--- src/rtl/tqc_defines.svh ---
// register offsets, field positions and reset values of the timer
`ifndef TQC_DEFINES_SVH
`define TQC_DEFINES_SVH
`define TQC_OFS_CTL0   8'h00
`define TQC_OFS_CTL1   8'h04
`define TQC_OFS_OUTCTL 8'h08
`define TQC_OFS_EDGEA  8'h0c
`define TQC_OFS_EDGEB  8'h10
`define TQC_OFS_CCR0   8'h14
`define TQC_OFS_CNT    8'h24
`define TQC_OFS_STAT   8'h28
`define TQC_OFS_MASK   8'h2c
`define TQC_CTL0_CE    7
`define TQC_CTL1_SYE   7
`define TQC_CTL1_EST   6
`define TQC_CTL1_EEE   5
`define TQC_RST_BYTE   8'h00
`define TQC_RST_WORD   16'h0000
`define TQC_CNT_IDLE   16'hffff
`define TQC_CNT_READ0  16'h0000
`define TQC_RESP_OKAY  2'b00
`define TQC_RESP_ERR   2'b10
`endif

--- src/rtl/tqc_pkg.sv ---
// types shared by the timer modules
package tqc_pkg;
   typedef enum logic [2:0] {
      MD_INTERVAL, MD_EXT_EVENT, MD_EXT_TRIG, MD_ONE_SHOT,
      MD_PWM, MD_FREE_RUN, MD_PULSE_WIDTH, MD_TRI_PWM
   } tqc_mode_e;
   typedef logic [15:0] tqc_word_t;
endpackage

--- src/rtl/tqc_link_if.sv ---
// signals between the timer core, its prescaler and its edge detector
`timescale 1ns/100ps
`default_nettype none
interface tqc_link_if;
   logic       clkEn;
   logic [3:0] pin;
   logic [3:0] rise;
   logic [3:0] fall;
   logic [2:0] cks;
   logic       run;
   logic       tick;
   modport core (output clkEn, pin, cks, run, input rise, fall, tick);
   modport det  (input clkEn, pin, output rise, fall);
   modport pre  (input clkEn, cks, run, output tick);
endinterface
`default_nettype wire

--- src/rtl/tqc_edge_det.sv ---
// synchroniser and edge detector for the four timer inputs
`timescale 1ns/100ps
`default_nettype none
module tqc_edge_det
   import tqc_pkg::*;
(
   input  wire logic clk,
   input  wire logic rst_b,
   tqc_link_if.det   lnk
);
   logic [3:0] syncA;
   logic [3:0] syncB;
   logic [3:0] prevB;

   always_ff @(posedge clk)
   begin
      if (!rst_b)
      begin
         syncA <= 4'h0;
         syncB <= 4'h0;
         prevB <= 4'h0;
      end
      else if (lnk.clkEn)
      begin
         syncA <= lnk.pin;
         syncB <= syncA;
         prevB <= syncB;
      end
   end

   // one pulse per edge, held only one enabled cycle
   assign lnk.rise = syncB & ~prevB;
   assign lnk.fall = ~syncB & prevB;
endmodule // tqc_edge_det
`default_nettype wire

--- src/rtl/tqc_prescaler.sv ---
// internal count clock divider, one of eight rates
`timescale 1ns/100ps
`default_nettype none
module tqc_prescaler
   import tqc_pkg::*;
#(
   parameter int DIV_W = 7
)
(
   input  wire logic clk,
   input  wire logic rst_b,
   tqc_link_if.pre   lnk
);
   logic [DIV_W-1:0] div;
   logic [DIV_W-1:0] mask;

   assign mask = DIV_W'((1 << lnk.cks) - 1);

   always_ff @(posedge clk)
   begin
      if (!rst_b)
         div <= '0;
      else if (lnk.clkEn)
      begin
         // restart so the first tick after enable is a full period
         if (!lnk.run)
            div <= '0;
         else
            div <= div + DIV_W'(1);
      end
   end

   assign lnk.tick = lnk.run && ((div & mask) == mask);
endmodule // tqc_prescaler
`default_nettype wire

--- src/rtl/tqc_top.sv ---
// 16-bit timer/event counter with four capture/compare channels
// Notes on behaviour
// - One 16-bit up/down counter advances on a divided internal clock or on external events.
// - With counting disabled the counter holds all ones and reads back as zero.
// - Reset clears the count enable, leaving the counter at all ones.
// - Software reads the running count directly from the counter register.
// - A compare value written to a channel register is moved into its compare buffer.
// - Counter equal to a channel's compare buffer raises that channel's match request, except on a channel with a capture edge set in a capture mode.
// - Compare buffers have no address and load only from their channel registers.
// - Reset clears every channel register and compare buffer to zero.
// - Each input's valid edge is none, rising, falling or both, set by two edge registers.
// - An output controller drives the four timer outputs under the output control register.
// - Input 0 acts as capture trigger, event count input or trigger input by mode.
// - The count clock is one of nine selectable sources.
// - There are four capture inputs, one event count input and one trigger input.
// - Eight operating modes plus slaved operation to a master timer are supported.
// - The selector picks one of eight divided clocks or the external event input.
//
// Our own choices: register access over AXI4-Lite and the register addresses.
`timescale 1ns/100ps
`include "tqc_defines.svh"
`default_nettype none
module tqc_top
   import tqc_pkg::*;
#(
   parameter int CNT_W  = 16,
   parameter int ADDR_W = 8
)
(
   input  wire logic              clk,
   input  wire logic              rst_b,
   input  wire logic              clkEn,
   input  wire logic [ADDR_W-1:0] s_axi_awaddr,
   input  wire logic              s_axi_awvalid,
   output logic                   s_axi_awready,
   input  wire logic [31:0]       s_axi_wdata,
   input  wire logic [3:0]        s_axi_wstrb,
   input  wire logic              s_axi_wvalid,
   output logic                   s_axi_wready,
   output logic [1:0]             s_axi_bresp,
   output logic                   s_axi_bvalid,
   input  wire logic              s_axi_bready,
   input  wire logic [ADDR_W-1:0] s_axi_araddr,
   input  wire logic              s_axi_arvalid,
   output logic                   s_axi_arready,
   output logic [31:0]            s_axi_rdata,
   output logic [1:0]             s_axi_rresp,
   output logic                   s_axi_rvalid,
   input  wire logic              s_axi_rready,
   input  wire logic [3:0]        timerInput,
   input  wire logic              masterSync,
   output logic [3:0]             timerOutput,
   output logic [3:0]             compareMatchIrq,
   output logic                   irq
);
   localparam logic [CNT_W-1:0] IDLE = CNT_W'(`TQC_CNT_IDLE);
   localparam logic [CNT_W-1:0] ONE  = CNT_W'(1);

   tqc_link_if lnk ();

   logic [7:0]       ctl0;
   logic [7:0]       ctl1;
   logic [7:0]       outputControlReg;
   logic [7:0]       edgeSelectRegA;
   logic [7:0]       edgeSelectRegB;
   logic [CNT_W-1:0] ccr    [4];
   logic [CNT_W-1:0] cmpBuf [4];
   logic [CNT_W-1:0] cnt;
   logic [CNT_W-1:0] next_cnt;
   logic             running;
   logic             next_running;
   logic             countDown;
   logic             next_countDown;
   logic             cntStep;
   logic [3:0]       statusReg;
   logic [3:0]       maskReg;
   logic [3:0]       outState;
   logic             awHeld;
   logic             wHeld;
   logic [ADDR_W-1:0] awAddr;
   logic [31:0]      wData;
   logic [3:0]       wStrb;
   logic             doWrite;
   logic [31:0]      rdMux;
   tqc_mode_e        mode;
   logic             countEnable;
   logic [3:0]       capEdge;
   logic [3:0]       capEvt;
   logic [3:0]       matchEvt;
   logic             evtEdge;
   logic             trigEdge;
   logic             tick;
   logic             needsTrig;
   logic             capMode;
   logic             trigger;
   logic             run;
   logic             atTop;
   logic             periodStart;
   logic             loadBuf;

   function automatic logic edgeHit(input logic [1:0] sel, input logic r, input logic f);
      return (sel[0] & r) | (sel[1] & f);
   endfunction

   function automatic logic isMapped(input logic [ADDR_W-1:0] a);
      return (a[1:0] == 2'b00) && (a <= ADDR_W'(`TQC_OFS_MASK));
   endfunction

   function automatic logic [15:0] mergeWord(input logic [15:0] old,
                                             input logic [31:0] d,
                                             input logic [3:0]  s);
      return {s[1] ? d[15:8] : old[15:8], s[0] ? d[7:0] : old[7:0]};
   endfunction

   assign countEnable = ctl0[`TQC_CTL0_CE];
   assign mode        = tqc_mode_e'(ctl1[2:0]);

   // sub blocks
   assign lnk.clkEn = clkEn;
   assign lnk.pin   = timerInput;
   assign lnk.cks   = ctl0[2:0];
   assign lnk.run   = countEnable;

   tqc_edge_det u_edge (
      .clk   (clk),
      .rst_b (rst_b),
      .lnk   (lnk)
   );

   tqc_prescaler #(.DIV_W(7)) u_pre (
      .clk   (clk),
      .rst_b (rst_b),
      .lnk   (lnk)
   );

   // AXI4-Lite write channel, address and data accepted in either order
   assign s_axi_awready = !awHeld && !s_axi_bvalid;
   assign s_axi_wready  = !wHeld && !s_axi_bvalid;
   assign doWrite       = awHeld && wHeld;

   always_ff @(posedge clk)
   begin
      if (!rst_b)
      begin
         awHeld       <= 1'b0;
         wHeld        <= 1'b0;
         awAddr       <= '0;
         wData        <= 32'h0;
         wStrb        <= 4'h0;
         s_axi_bvalid <= 1'b0;
         s_axi_bresp  <= `TQC_RESP_OKAY;
      end
      else if (clkEn)
      begin
         if (s_axi_awvalid && s_axi_awready)
         begin
            awHeld <= 1'b1;
            awAddr <= s_axi_awaddr;
         end
         else if (doWrite)
            awHeld <= 1'b0;
         if (s_axi_wvalid && s_axi_wready)
         begin
            wHeld <= 1'b1;
            wData <= s_axi_wdata;
            wStrb <= s_axi_wstrb;
         end
         else if (doWrite)
            wHeld <= 1'b0;
         if (doWrite)
         begin
            s_axi_bvalid <= 1'b1;
            s_axi_bresp  <= isMapped(awAddr) ? `TQC_RESP_OKAY : `TQC_RESP_ERR;
         end
         else if (s_axi_bready)
            s_axi_bvalid <= 1'b0;
      end
   end

   // control registers
   always_ff @(posedge clk)
   begin
      if (!rst_b)
      begin
         ctl0             <= `TQC_RST_BYTE;
         ctl1             <= `TQC_RST_BYTE;
         outputControlReg <= `TQC_RST_BYTE;
         edgeSelectRegA   <= `TQC_RST_BYTE;
         edgeSelectRegB   <= `TQC_RST_BYTE;
         maskReg          <= 4'h0;
      end
      else if (clkEn && doWrite && wStrb[0])
      begin
         unique case (awAddr)
            ADDR_W'(`TQC_OFS_CTL0):   ctl0 <= wData[7:0] & 8'h87;
            // trigger bit is a strobe and is never stored
            ADDR_W'(`TQC_OFS_CTL1):   ctl1 <= wData[7:0] & 8'ha7;
            ADDR_W'(`TQC_OFS_OUTCTL): outputControlReg <= wData[7:0];
            ADDR_W'(`TQC_OFS_EDGEA):  edgeSelectRegA <= wData[7:0];
            ADDR_W'(`TQC_OFS_EDGEB):  edgeSelectRegB <= wData[7:0];
            ADDR_W'(`TQC_OFS_MASK):   maskReg <= wData[3:0];
            default:                  ;
         endcase
      end
   end

   // edge roles and count source
   always_comb
   begin
      for (int m = 0; m < 4; m++)
         capEdge[m] = edgeHit(edgeSelectRegA[2*m +: 2], lnk.rise[m], lnk.fall[m]);
   end

   assign evtEdge   = edgeHit(edgeSelectRegB[1:0], lnk.rise[0], lnk.fall[0]);
   assign trigEdge  = edgeHit(edgeSelectRegB[3:2], lnk.rise[0], lnk.fall[0]);
   assign tick      = (ctl1[`TQC_CTL1_EEE] || mode == MD_EXT_EVENT) ? evtEdge : lnk.tick;
   assign needsTrig = (mode == MD_EXT_TRIG) || (mode == MD_ONE_SHOT);
   assign capMode   = (mode == MD_FREE_RUN) || (mode == MD_PULSE_WIDTH);
   assign trigger   = needsTrig && ((doWrite && wStrb[0] && awAddr == ADDR_W'(`TQC_OFS_CTL1)
                      && wData[`TQC_CTL1_EST]) || trigEdge);
   assign run       = needsTrig ? running : 1'b1;
   assign atTop     = (cnt == cmpBuf[0]);
   assign capEvt    = capMode ? capEdge : 4'h0;

   // next count, per mode
   always_comb
   begin
      next_cnt       = cnt;
      next_running   = running;
      next_countDown = countDown;
      cntStep        = 1'b0;
      if (!countEnable)
      begin
         next_cnt       = IDLE;
         next_running   = 1'b0;
         next_countDown = 1'b0;
      end
      else if (trigger)
      begin
         // a retrigger restarts the period from the idle value
         next_cnt     = IDLE;
         next_running = 1'b1;
      end
      else if (mode == MD_PULSE_WIDTH && capEdge[0])
         next_cnt = '0;
      else if (tick && run)
      begin
         cntStep = 1'b1;
         unique case (mode)
            MD_FREE_RUN, MD_PULSE_WIDTH:
               next_cnt = cnt + ONE;
            MD_TRI_PWM:
               if (countDown)
               begin
                  next_cnt = cnt - ONE;
                  if (cnt == ONE)
                     next_countDown = 1'b0;
               end
               else if (atTop)
               begin
                  next_cnt       = cnt - ONE;
                  next_countDown = 1'b1;
               end
               else
                  next_cnt = cnt + ONE;
            MD_ONE_SHOT:
               if (atTop)
               begin
                  next_cnt     = IDLE;
                  next_running = 1'b0;
                  cntStep      = 1'b0;
               end
               else
                  next_cnt = cnt + ONE;
            MD_INTERVAL, MD_EXT_EVENT, MD_EXT_TRIG, MD_PWM:
               next_cnt = atTop ? '0 : cnt + ONE;
         endcase
      end
   end

   always_ff @(posedge clk)
   begin
      if (!rst_b)
      begin
         cnt       <= IDLE;
         running   <= 1'b0;
         countDown <= 1'b0;
      end
      else if (clkEn)
      begin
         cnt       <= next_cnt;
         running   <= next_running;
         countDown <= next_countDown;
      end
   end

   // compare detect on the value the counter is stepping into
   always_comb
   begin
      for (int m = 0; m < 4; m++)
         matchEvt[m] = cntStep && !(capMode && capEdge[m] && m > 0)
                       && (next_cnt == cmpBuf[m]) && !(capMode && edgeSelectRegA[2*m +: 2] != 2'b00);
   end

   assign periodStart = cntStep && (next_cnt == '0);

   // buffer transfer: slaved, at period start, or straight through
   always_comb
   begin
      if (ctl1[`TQC_CTL1_SYE])
         loadBuf = masterSync;
      else if (countEnable && (mode == MD_INTERVAL || mode == MD_EXT_EVENT
               || mode == MD_EXT_TRIG || mode == MD_PWM || mode == MD_TRI_PWM))
         loadBuf = periodStart;
      else
         loadBuf = 1'b1;
   end

   // channel registers and their hidden buffers
   always_ff @(posedge clk)
   begin
      if (!rst_b)
      begin
         for (int m = 0; m < 4; m++)
         begin
            ccr[m]    <= CNT_W'(`TQC_RST_WORD);
            cmpBuf[m] <= CNT_W'(`TQC_RST_WORD);
         end
      end
      else if (clkEn)
      begin
         for (int m = 0; m < 4; m++)
         begin
            if (capEvt[m])
               ccr[m] <= cnt;
            else if (doWrite && awAddr == ADDR_W'(`TQC_OFS_CCR0 + 4 * m))
               ccr[m] <= mergeWord(ccr[m], wData, wStrb);
            if (loadBuf)
               cmpBuf[m] <= ccr[m];
         end
      end
   end

   // sticky events, set wins over write-one-to-clear
   always_ff @(posedge clk)
   begin
      if (!rst_b)
      begin
         statusReg       <= 4'h0;
         compareMatchIrq <= 4'h0;
         irq             <= 1'b0;
      end
      else if (clkEn)
      begin
         compareMatchIrq <= matchEvt | capEvt;
         statusReg <= (statusReg & ~((doWrite && wStrb[0]
                      && awAddr == ADDR_W'(`TQC_OFS_STAT)) ? wData[3:0] : 4'h0))
                      | matchEvt | capEvt;
         irq <= |(statusReg & maskReg);
      end
   end

   // output controller: enable at bit 2m, idle level at bit 2m+1
   always_ff @(posedge clk)
   begin
      if (!rst_b)
      begin
         outState    <= 4'h0;
         timerOutput <= 4'h0;
      end
      else if (clkEn)
      begin
         if (!countEnable)
            outState <= 4'h0;
         else
         begin
            if (matchEvt[0])
               outState[0] <= ~outState[0];
            for (int m = 1; m < 4; m++)
            begin
               if (mode == MD_PWM || mode == MD_ONE_SHOT || mode == MD_EXT_TRIG)
               begin
                  if (matchEvt[m])
                     outState[m] <= 1'b0;
                  else if (periodStart)
                     outState[m] <= 1'b1;
               end
               else if (matchEvt[m])
                  outState[m] <= ~outState[m];
            end
         end
         for (int m = 0; m < 4; m++)
            timerOutput[m] <= outputControlReg[2*m+1]
                              ^ (outputControlReg[2*m] & outState[m]);
      end
   end

   // read channel
   always_comb
   begin
      rdMux = 32'h0;
      unique case (s_axi_araddr)
         ADDR_W'(`TQC_OFS_CTL0):     rdMux[7:0] = ctl0;
         ADDR_W'(`TQC_OFS_CTL1):     rdMux[7:0] = ctl1;
         ADDR_W'(`TQC_OFS_OUTCTL):   rdMux[7:0] = outputControlReg;
         ADDR_W'(`TQC_OFS_EDGEA):    rdMux[7:0] = edgeSelectRegA;
         ADDR_W'(`TQC_OFS_EDGEB):    rdMux[7:0] = edgeSelectRegB;
         ADDR_W'(`TQC_OFS_CCR0):     rdMux[15:0] = ccr[0];
         ADDR_W'(`TQC_OFS_CCR0 + 4): rdMux[15:0] = ccr[1];
         ADDR_W'(`TQC_OFS_CCR0 + 8): rdMux[15:0] = ccr[2];
         ADDR_W'(`TQC_OFS_CCR0 + 12): rdMux[15:0] = ccr[3];
         ADDR_W'(`TQC_OFS_CNT):      rdMux[15:0] = countEnable ? cnt : `TQC_CNT_READ0;
         ADDR_W'(`TQC_OFS_STAT):     rdMux[3:0] = statusReg;
         ADDR_W'(`TQC_OFS_MASK):     rdMux[3:0] = maskReg;
         default:                    rdMux = 32'h0;
      endcase
   end

   assign s_axi_arready = !s_axi_rvalid;

   always_ff @(posedge clk)
   begin
      if (!rst_b)
      begin
         s_axi_rvalid <= 1'b0;
         s_axi_rdata  <= 32'h0;
         s_axi_rresp  <= `TQC_RESP_OKAY;
      end
      else if (clkEn)
      begin
         if (s_axi_arvalid && s_axi_arready)
         begin
            s_axi_rvalid <= 1'b1;
            s_axi_rdata  <= rdMux;
            s_axi_rresp  <= isMapped(s_axi_araddr) ? `TQC_RESP_OKAY : `TQC_RESP_ERR;
         end
         else if (s_axi_rready)
            s_axi_rvalid <= 1'b0;
      end
   end
endmodule // tqc_top
`default_nettype wire

--- config.mk ---
export PLATFORM = sky130hd
export DESIGN_NAME = tqc_top
export DESIGN_NICKNAME = d
export VERILOG_FILES = /design/src/rtl/tqc_pkg.sv /design/src/rtl/tqc_link_if.sv /design/src/rtl/tqc_edge_det.sv /design/src/rtl/tqc_prescaler.sv /design/src/rtl/tqc_top.sv
export VERILOG_INCLUDE_DIRS = /design/src /design/src/rtl
export SDC_FILE = /design/constraint.sdc
export NUM_CORES = 1
export LEC_CHECK = 0
export ABC_CLOCK_PERIOD_IN_PS = 11200
export BUFFER_PORTS_ARGS = -buffer_cell sky130_fd_sc_hd__clkbuf_2
export CAP_MARGIN = 5
export CORE_ASPECT_RATIO = 1.1
export CORE_MARGIN = 4
export CORE_UTILIZATION = 55
export CTS_CLUSTER_SIZE = 10
export DETAILED_ROUTE_END_ITERATION = 8
export PLACE_DENSITY = 0.74
export SETUP_SLACK_MARGIN = 0.4
export SLEW_MARGIN = 10
export SYNTH_ARGS = -nofsm -noshare
export SYNTH_HDL_FRONTEND = slang
export SYNTH_SLANG_ARGS = --single-unit
--- constraint.sdc ---
create_clock -name clk -period 11.2 [get_ports clk]
set_clock_uncertainty 0.05 [all_clocks]
set_input_delay 1.12 -clock clk [delete_from_list [all_inputs] [get_ports clk]]
set_output_delay 1.12 -clock clk [all_outputs]
set_load 0.02 [all_outputs]
# After elaboration in Yosys (flattened, before gate mapping)
# Memories as Yosys holds them, arrays and structs flattened.
# Index checks and enable logic that the tools add are counted.
# W data, S select, Z words.
[classes] reduce_logical=100 n_mux=122 order_cmp=2 bitwise_logic=53 n_eq_ne=50 add_sub_neg=4 n_shift=1
[ops] cell="$mux W16" n=21
[ops] cell="$mux W1" n=83
[ops] cell="$eq A16 B16 Y1" n=5
[ops] cell="$eq A8 B5 Y1 const B" n=8
[ops] cell="$mux W8" n=8
[ops] cell="$pmux W16 S4" n=1
[ops] cell="$eq A8 B6 Y1 const B" n=7
[ops] cell="$pmux W4 S12" n=1
[ops] cell="$logic_and A1 B1 Y1" n=42
[ops] cell="$pmux W4 S10" n=1
[ops] cell="$pmux W8 S5" n=1
[ops] cell="$eq A8 B4 Y1 const B" n=4
[ops] cell="$reduce_and A2 Y1" n=15
[ops] cell="$ne A3 B1 Y1 const B" n=6
[ops] cell="$or A1 B1 Y1" n=18
[ops] cell="$add A16 B1 Y16 const B" n=1
[ops] cell="$and A1 B1 Y1" n=16
[ops] cell="$and A4 B4 Y4" n=4
[ops] cell="$eq A16 B1 Y1 const B" n=1
[ops] cell="$eq A8 B3 Y1 const B" n=2
[ops] cell="$le A8 B6 Y1 const B" n=2
[ops] cell="$logic_not A16 Y1" n=1
[ops] cell="$logic_not A8 Y1" n=2
[ops] cell="$reduce_bool A2 Y1" n=8
[ops] cell="other kinds (28)" n=74
[word_totals] reg_bits=141 elab_cells=365 input_bits=65 mem_count=2 output_inout_bits=50 ramBits=128
[memory_table] name="ccr" words=4 word_bits=16 rd=4 rd_ports_with_merged_regs=0 write_ports=4 line="tqc_top.sv:66" rtl="logic [CNT_W-1:0] ccr [4];"
[memory_table] name="cmpBuf" words=4 word_bits=16 rd=4 rd_ports_with_merged_regs=0 write_ports=4 line="tqc_top.sv:67" rtl="logic [CNT_W-1:0] cmpBuf [4];"

# Depth between registers and ports, before layout
# Gate-level depths: netlist of run 1.
[depth] ltp_word=20 ltp_mapped=19 mapped_depth_nobuf=15

# Hierarchy
# A second synthesis of run 1 with hierarchy kept.
[unflattened] cells_unflattened=1514 area_unflattened_um2=14779.2
[by_module_without_submodules] module="tqc_top" seq_area_each_um2=6246.0 cells_each=1427 n_inst=1 area_per_inst_um2=13932.1
[by_module_without_submodules] module="tqc_edge_det" seq_area_each_um2=240.2 cells_each=46 n_inst=1 area_per_inst_um2=500.5
[by_module_without_submodules] module="tqc_prescaler" seq_area_each_um2=140.1 cells_each=41 n_inst=1 area_per_inst_um2=346.6

# Worst setup path before layout of run 1
# OpenSTA, ideal clock, no wires.
[synth_path] kind="register -> register" startpoint="register ctl0[0]" endpoint="memory cmpBuf[0][0], enable pin" required_ps=10727 arrival_time_ps=4495 setup_time_ps=423 n_path_buf=2 synth_period_minus_slack_ps=4969 path_slack_ps=6231 stages_incl_launch_ff=17 path_cell_list="dfxtp_1 > clkbuf_1 > or3_1 > ha_1 > o21ai_0 > nor2_1 > nand4_1 > o31ai_2 > buf_2 > nand2_1 > a31oi_2 > nand3_1 > a31oi_1 > nand4_1 > a41oi_2 > nand2_1 > nand2_1"
[synth_rtl] item="start: declaration" line="tqc_top.sv:61" rtl="logic [7:0] ctl0;"
[synth_rtl] item="start signal: assignment" line="tqc_top.sv:185" rtl="ctl0 <= `TQC_RST_BYTE;"
[synth_rtl] item="start signal: assignment" line="tqc_top.sv:195" rtl="ADDR_W'(`TQC_OFS_CTL0): ctl0 <= wData[7:0] & 8'h87;"
[synth_rtl] item="end: declaration" line="tqc_top.sv:67"

# Worst setup path after layout of run 1
[layout_path] startpoint="register cnt[2]" endpoint="register outState[1]"
[layout_via] elab_chain_cells=14 word_cells_on_any_way=30 cone_classes="2 x add/sub; 4 x eq/ne; 18 x mux; 6 x reduce/logical"
[layout_lines] item="start: declaration" line="tqc_top.sv:68" rtl="logic [CNT_W-1:0] cnt;"
[layout_lines] item="start signal: assignment" line="tqc_top.sv:291" rtl="cnt <= next_cnt;"
[layout_lines] item="$add A16 B1 Y16 (tied with other cells)"
[layout_lines] item="$mux W16" line="tqc_top.sv:259" rtl="else if (atTop)"
[layout_lines] item="$mux W16" line="tqc_top.sv:253" rtl="if (countDown)"
[layout_lines] item="$pmux W16 S4" line="tqc_top.sv:249" rtl="unique case (mode)"
[layout_lines] item="$mux W16" line="tqc_top.sv:246" rtl="else if (tick && run)"
[layout_lines] item="$mux W16" line="tqc_top.sv:244" rtl="else if (mode == MD_PULSE_WIDTH && capEdge[0])"
[layout_lines] item="$mux W16" line="tqc_top.sv:238" rtl="else if (trigger)"
[layout_lines] item="$mux W16" line="tqc_top.sv:232" rtl="if (!countEnable)"
[layout_lines] item="$eq A16 B16 Y1" line="tqc_top.sv:302" rtl="&& (next_cnt == cmpBuf[m]) && !(capMode && edgeSelectRegA[2*m +: 2] != 2'b00);"
[layout_lines] item="$logic_and A1 B1 Y1 (2 in series)" line="tqc_top.sv:302"
[layout_lines] item="$mux W1" line="tqc_top.sv:383" rtl="if (matchEvt[m])"
[layout_lines] item="$mux W1" line="tqc_top.sv:381" rtl="if (mode == MD_PWM || mode == MD_ONE_SHOT || mode == MD_EXT_TRIG)"
[layout_lines] item="$mux W4" line="tqc_top.sv:373" rtl="if (!countEnable)"
[layout_lines] item="end signal: indexed assignment" line="tqc_top.sv:389" rtl="outState[m] <= ~outState[m];"
[layout_lines] item="end: declaration" line="tqc_top.sv:77" rtl="logic [3:0] outState;"
# Several ways; a longest one is shown, not always the timed one.
# A chain may end at the register's enable or synchronous reset.

==> impl_metrics.yaml, run 1 <==
clock_network:
  clkLatencyLatePin_ns: 0.55
  clockBufferDepth: 3
  cts_hold_buffers: 0
  cts.clk_slew.worst_paths_ns: 0.06
  clkSinkCount: 267
  clockRootBuffer: "clkbuf_16"
  h-tree-depth: 1
  cts_tree: "built"
  cts_setup_buffers: 0
  cts_buffers: 31
  post_cts_resized: 0
yosys:
  synth_cells: 1477
  async_flop_share_pct: 0
  ys.flop_type: "dfxtp_1"
  syn_area_um2: 14290
  ys_seq_elements: 267
  avgSynthCellArea_um2: 9.678
  synth_simple_gate_area_share_pct: 18.66
  synth_xor_area_share_pct: 5.803
  synth_compound_gate_area_share_pct: 19.14
  synth-edff-count: 128
  ys_seq_area_share_pct: 46.35
  synthMuxAreaShare_pct: 4.744
  synthAdderAreaFrac_pct: 0.4376
  synth_top_family_by_area: "compound AO/OA/AOI/OAI gates"
  synth_cell_types: 91
  synth_warnings: 0
floorplanning:
  io_pins: 115
  dieArea_um2: 28640
  die_y_um: 177.1
  coreArea_um2: 25420
  die_w_um: 161.7
  start_util_pct: 56.24
  num_rows: 61
worst_setup_path:
  critPathArrivalTime_ns: 6.22
  r2r_start: "cnt[2]"
  critPathKind: "register to register"
  r2r_cells: 12
  crit_start: "cnt[2]"
  startpoint_type: "register"
  cp.required_ns: 11.61
  rrSetupSlack_ns: 5.39
  cp_max_fo: 18
  endpoint_kind: "register"
cells_and_area:
  final_common_cell: "nor2_1"
  drive_above_1_share_pct: 12.21
  diodes: 0
  area_growth_syn_to_layout_pct: 10.14
  nets: 1580
  mostFrequentLayoutCells: "148 x nor2_1, 139 x dfxtp_1, 128 x edfxtp_1"
global_route:
  grt_pass1_wl_mm: 68.14
  grt-ovfl-total: 0
  grt_pass1_vias: 11550
  grtUsageTotal_pct: 30.72
  grt_max_degree: 65
  antenna_found_initial: 0
job:
  drv_cap: 0
drt:
  first_pass_iters: 7
  num_vias: 12130
  ant_nets: 0
  viasPerCell: 6.462
  wl_per_cell_um: 24.07
  dr.first_iter.drc_count: 1330
  wirelength_mm: 45.17
  drc: 0
min_path:
  hold_path_class: "register to register"
  min_path_cells: 2
  min-delay-start: "wStrb[1]"
timing:
  rsz0062_at_grt: "false"
  tightest_slew_ns: 1.214
  setup_tns_ns: 0
  slew_headroom_pct: 18.85
  timing.final.crit_share_pct: 51.89
  fin_ws_ns: 5.388
  fmax_mhz: 172.1
  finalHoldViolations: 0
  finalCriticalPeriod_ns: 5.812
  drv_slew: 0
  setup-violations-final: 0
placed_design:
  place_congestion: 0.9873
  pre_cts_slack_ns: 5.595
  port-buffer-count: 78
  place.detailed.hpwl_mm: 32.60
power_and_ir_drop:
  p_per_area_nw_per_um2: 133.8
  ir_drop_v: 0.0001300
  leakagePower_uw: 0.005701
run_status:
  outcome: "complete, no violations"
==> final cells by class <==
class | instances | area (um2)
multi-input cells | 1081 | 7109
repair buffers | 110 | 630.6
well taps | 346 | 432.9
clock buffers | 51 | 850.8
inverters | 19 | 72.57
flip-flops and latches | 267 | 6626
clock inverters | 3 | 22.52
fillers | 2139 | 9671
==> path summary, 6_finish.rpt <==
path | to
worst max-delay path | outState[1]
worst min-delay path | wStrb[1]
worst max register to register | outState[1]
worst min register to register | wStrb[1]
==> per-layer routing <==
metal / track usage (%) / share of wire (%)
met1: 41.31 / 40
met4: 15.12 / 5.6
met2: 49.09 / 45
met5: 0 / 0
met3: 4.286 / 9.2
==> cells by family (layout without fill, tap and decap cells) <==
kind of cell,after synthesis,in the layout
xor+xnor,93,93
compound gates,376,376
simple gates,523,523
buf+inv,146,183
fa+ha+maj,5,5
mux,66,66
flops,267,267
other cells,1,18
==> sequential cells by signal, indices dropped and copies added, names as in the netlist, 5 cells and up <==
name              cells
awAddr                8
ccr                  64
cmpBuf               64
cnt                  16
ctl1                  5
edgeSelectRegA        8
edgeSelectRegB        8
outputControlReg      8
s_axi_rdata          16
u_pre.div             7
wData                16
==> Yosys cell counts (all sizes together) (17+ instances only) <==
| master | n | area share (%) |
|---|---|---|
| o21ai | 64 | 2.2 |
| nor3 | 21 | 0.74 |
| a21oi | 78 | 2.9 |
| a221oi | 22 | 1.3 |
| xor2 | 42 | 2.6 |
| and2 | 72 | 3.2 |
| xnor2 | 51 | 3.2 |
| buf | 50 | 2.3 |
| nor2 | 148 | 3.9 |
| nand2 | 124 | 3.3 |
| nand3b | 17 | 0.89 |
| edfxtp | 128 | 27 |
| nand3 | 33 | 1.2 |
| nand4 | 24 | 1.2 |
| nor4 | 18 | 1.1 |
| dfxtp | 139 | 19 |
| clkbuf | 77 | 2.0 |
| mux2i | 61 | 4.3 |
| a22oi | 23 | 1.2 |
| a22o | 77 | 4.7 |
| inv | 18 | 0.47 |
==> report_power, final <==
| group | leakage, uW | internal (uW) | switching, uW |
|---|---|---|---|
| combinational | 0.00279 | 48.3 | 86.1 |
| sequential | 0.00250 | 1060 | 32.2 |
| clock | 0.000419 | 512 | 372 |
==> stage by stage <==
stage               instance area [um2]  utilization, %  hold WS, ns  power (uW)  instances
floorplan                         14360               -       0.3992        1196       1494
global placement                  14870           58.51       0.4022        1238       1823
finish                            15750           61.95       0.4312        2107       1877
global route                      15750           61.95       0.4547        2175       1877
detailed placement                14870           58.51       0.4061        1241       1823
CTS                               15750           61.95       0.4339        2112       1877
==> critical path: stages (launching register included) <==
cell	delay (ns)
dfxtp_1	0.92
xnor2_2	0.22
nand4_2	0.24
nor4_4	0.81
o21ai_1	0.20
a2111oi_0	0.60
o21ai_1	0.35
and2_1	0.36
xnor2_1	0.17
a2111oi_2	0.62
o2111ai_1	0.60
and2_1	0.34
nor4_2	0.23
(Power assumes the default switching activity.)
==> run 2: changes to the inputs <==
Settings changed: ABC_CLOCK_PERIOD_IN_PS 11200 to 5800.
Clock period 11.2 ns to 5.8 ns, I/O delays scaled along.
==> run 2 against run 1 <==
  * Final area increased by 1.6%
  * Core utilization increased by 0.99 points
  * Global-route usage increased by 0.90 points
  * Routed wire length increased by 2.3%
==> impl_metrics.yaml, run 2 (synthesis gave the netlist of run 1 again) <==
run_status:
  outcome: "complete, no violations"
clock_network:
  clockBufferDepth: 3
  clockRootBuffer: "clkbuf_16"
  cts_buffers: 30
  h-tree-depth: 1
  cts.clk_slew.worst_paths_ns: 0.05
  cts_tree: "built"
  clkSinkCount: 267
  clkLatencyLatePin_ns: 0.54
placed_design:
  placed_cell_area_um2: 15140
  place.detailed.hpwl_mm: 34.06
  place_congestion: 0.9853
  dp_cells: 1855
  port-buffer-count: 78
drt:
  first_pass_iters: 8
  wirelength_mm: 46.23
  wl_per_cell_um: 24.23
  ant_nets: 0
  drc: 0
  viasPerCell: 6.513
  dr.first_iter.drc_count: 1653
  num_vias: 12430
cells_and_area:
  nets: 1611
  drive_above_1_share_pct: 13.89
  area_growth_syn_to_layout_pct: 11.91
  final_common_cell: "nor2_1"
  fillers: 2132
  final_cells: 1908
  diodes: 0
  design_area_um2: 16000
  reg_top3: "ccr (64), cmpBuf (64)"
  mostFrequentLayoutCells: "148 x nor2_1, 139 x dfxtp_1, 128 x edfxtp_1"
timing:
  timing.final.crit_share_pct: 85.72
  drv_slew: 0
  fmax_mhz: 201.1
  finalHoldViolations: 0
  setup_tns_ns: 0
  rsz0062_at_grt: "false"
  slew_headroom_pct: 22.61
  setup-violations-final: 0
  finalCriticalPeriod_ns: 4.972
  tightest_slew_ns: 1.161
worst_setup_path:
  endpoint_kind: "register"
  critPathKind: "register to register"
  cp_max_fo: 8
  startpoint_type: "register"
  cp.required_ns: 6.21
  critPathArrivalTime_ns: 5.38
global_route:
  top_usage_layer: "met2"
  grt_use_met1_pct: 42.45
  grt_pass1_vias: 11840
  grt_use_met3_pct: 4.356
  grt-ovfl-total: 0
  antenna_found_initial: 1
  grt_max_degree: 80
  grtUsageTotal_pct: 31.62
  grt_pass1_wl_mm: 69.97
  grt_use_met2_pct: 51.54
power_and_ir_drop:
  share_comb_of_total_power_pct: 6.7
  total_power_uw: 4068
  p_per_area_nw_per_um2: 254.3
  intPower_uw: 3123
  p_switching_uw: 945.9
  leakagePower_uw: 0.005851
  swShare_pct: 23.25
  clkPwrFrac_pct: 41.6
  pwr-share-seq_pct: 51.7
  ir_drop_v: 0.0002078
floorplanning:
  num_rows: 61
  die_y_um: 177.1
  io_pins: 115
  dieArea_um2: 28640
  die_w_um: 161.7
  start_util_pct: 56.24
  coreArea_um2: 25420
job:
  drv_cap: 0
min_path:
  hold_path_class: "primary input to register"
-- run 2: layout make-up --
| cell class | count | area, um2 | share of cell area, % |
|---|---|---|---|
| multi-input combinational | 1081 | 7111 | 44.45 |
| sequential | 267 | 6626 | 41.42 |
| timing repair buffer | 142 | 895.9 | 5.600 |
| clock buffer | 52 | 854.6 | 5.342 |
| tap | 346 | 432.9 | 2.706 |
| inverter | 19 | 72.57 | 0.4536 |
| clock inverter | 1 | 5.005 | 0.03128 |
-- run 2: metrics by stage --
| stage | setup WS [ns] | hold WS, ns | utilization [%] |
|---|---|---|---|
| global route | 0.5177 | 0.2065 | 62.94 |
| detailed placement | 0.8868 | 0.4088 | 59.56 |
| CTS | 0.8596 | 0.1956 | 62.94 |
| finish | 0.8284 | 0.2075 | 62.94 |
| floorplan | 0.8312 | 0.3992 | - |
| global placement | 0.9336 | 0.4018 | 59.56 |
-- run 2: worst paths after layout --
check / startpoint / endpoint / slack (ns) / depth (start not counted)
hold / removal: s_axi_wdata[14] / wData[14] / 0.21 / 3
setup / recovery: cmpBuf[0][4] / compareMatchIrq[0] / 0.83 / 13
setup reg to reg: cmpBuf[0][4] / compareMatchIrq[0] / 0.83 / 13
hold reg to reg: compareMatchIrq[0] / compareMatchIrq[0] / 0.42 / 2
-- run 2: repair_timing --
action                                  in CTS  in global routing
gates resized for setup                      0                  1
buffers inserted                             0                  0
endpoints found under the setup margin       0                  2
hold buffers                                 0                  0
-- run 2: power by group through the flow --
stage                     combinational, uW  clock [uW]  sequential, uW
final                                   274        1690            2100
after global routing                    296        1790            2110
after CTS                               271        1710            2100
after detailed placement                269           0            2140
after global placement                  265           0            2140
after floorplan                         193           0            2120
-- run 2: worst max-delay path, stage by stage, from the launching register on --
cell and delay (ns):
edfxtp_1 0.47, xnor2_1 0.38, nand4_1 0.35, nor4_4 0.53, buf_4 0.26, nor3_1 0.06, a21oi_1 0.45, o21ai_0 0.40
xor2_1 0.24, nor4_1 0.60, o211ai_1 0.19, nor4_2 0.55, a21oi_1 0.16, a21oi_1 0.19
-- run 2: metal layers --
metal / up-vias / share of wire [%]
met5: - / 0
met4: 0 / 5.2
met3: 165 / 9.9
met2: 753 / 46
met1: 5948 / 39
li1: 5561 / -
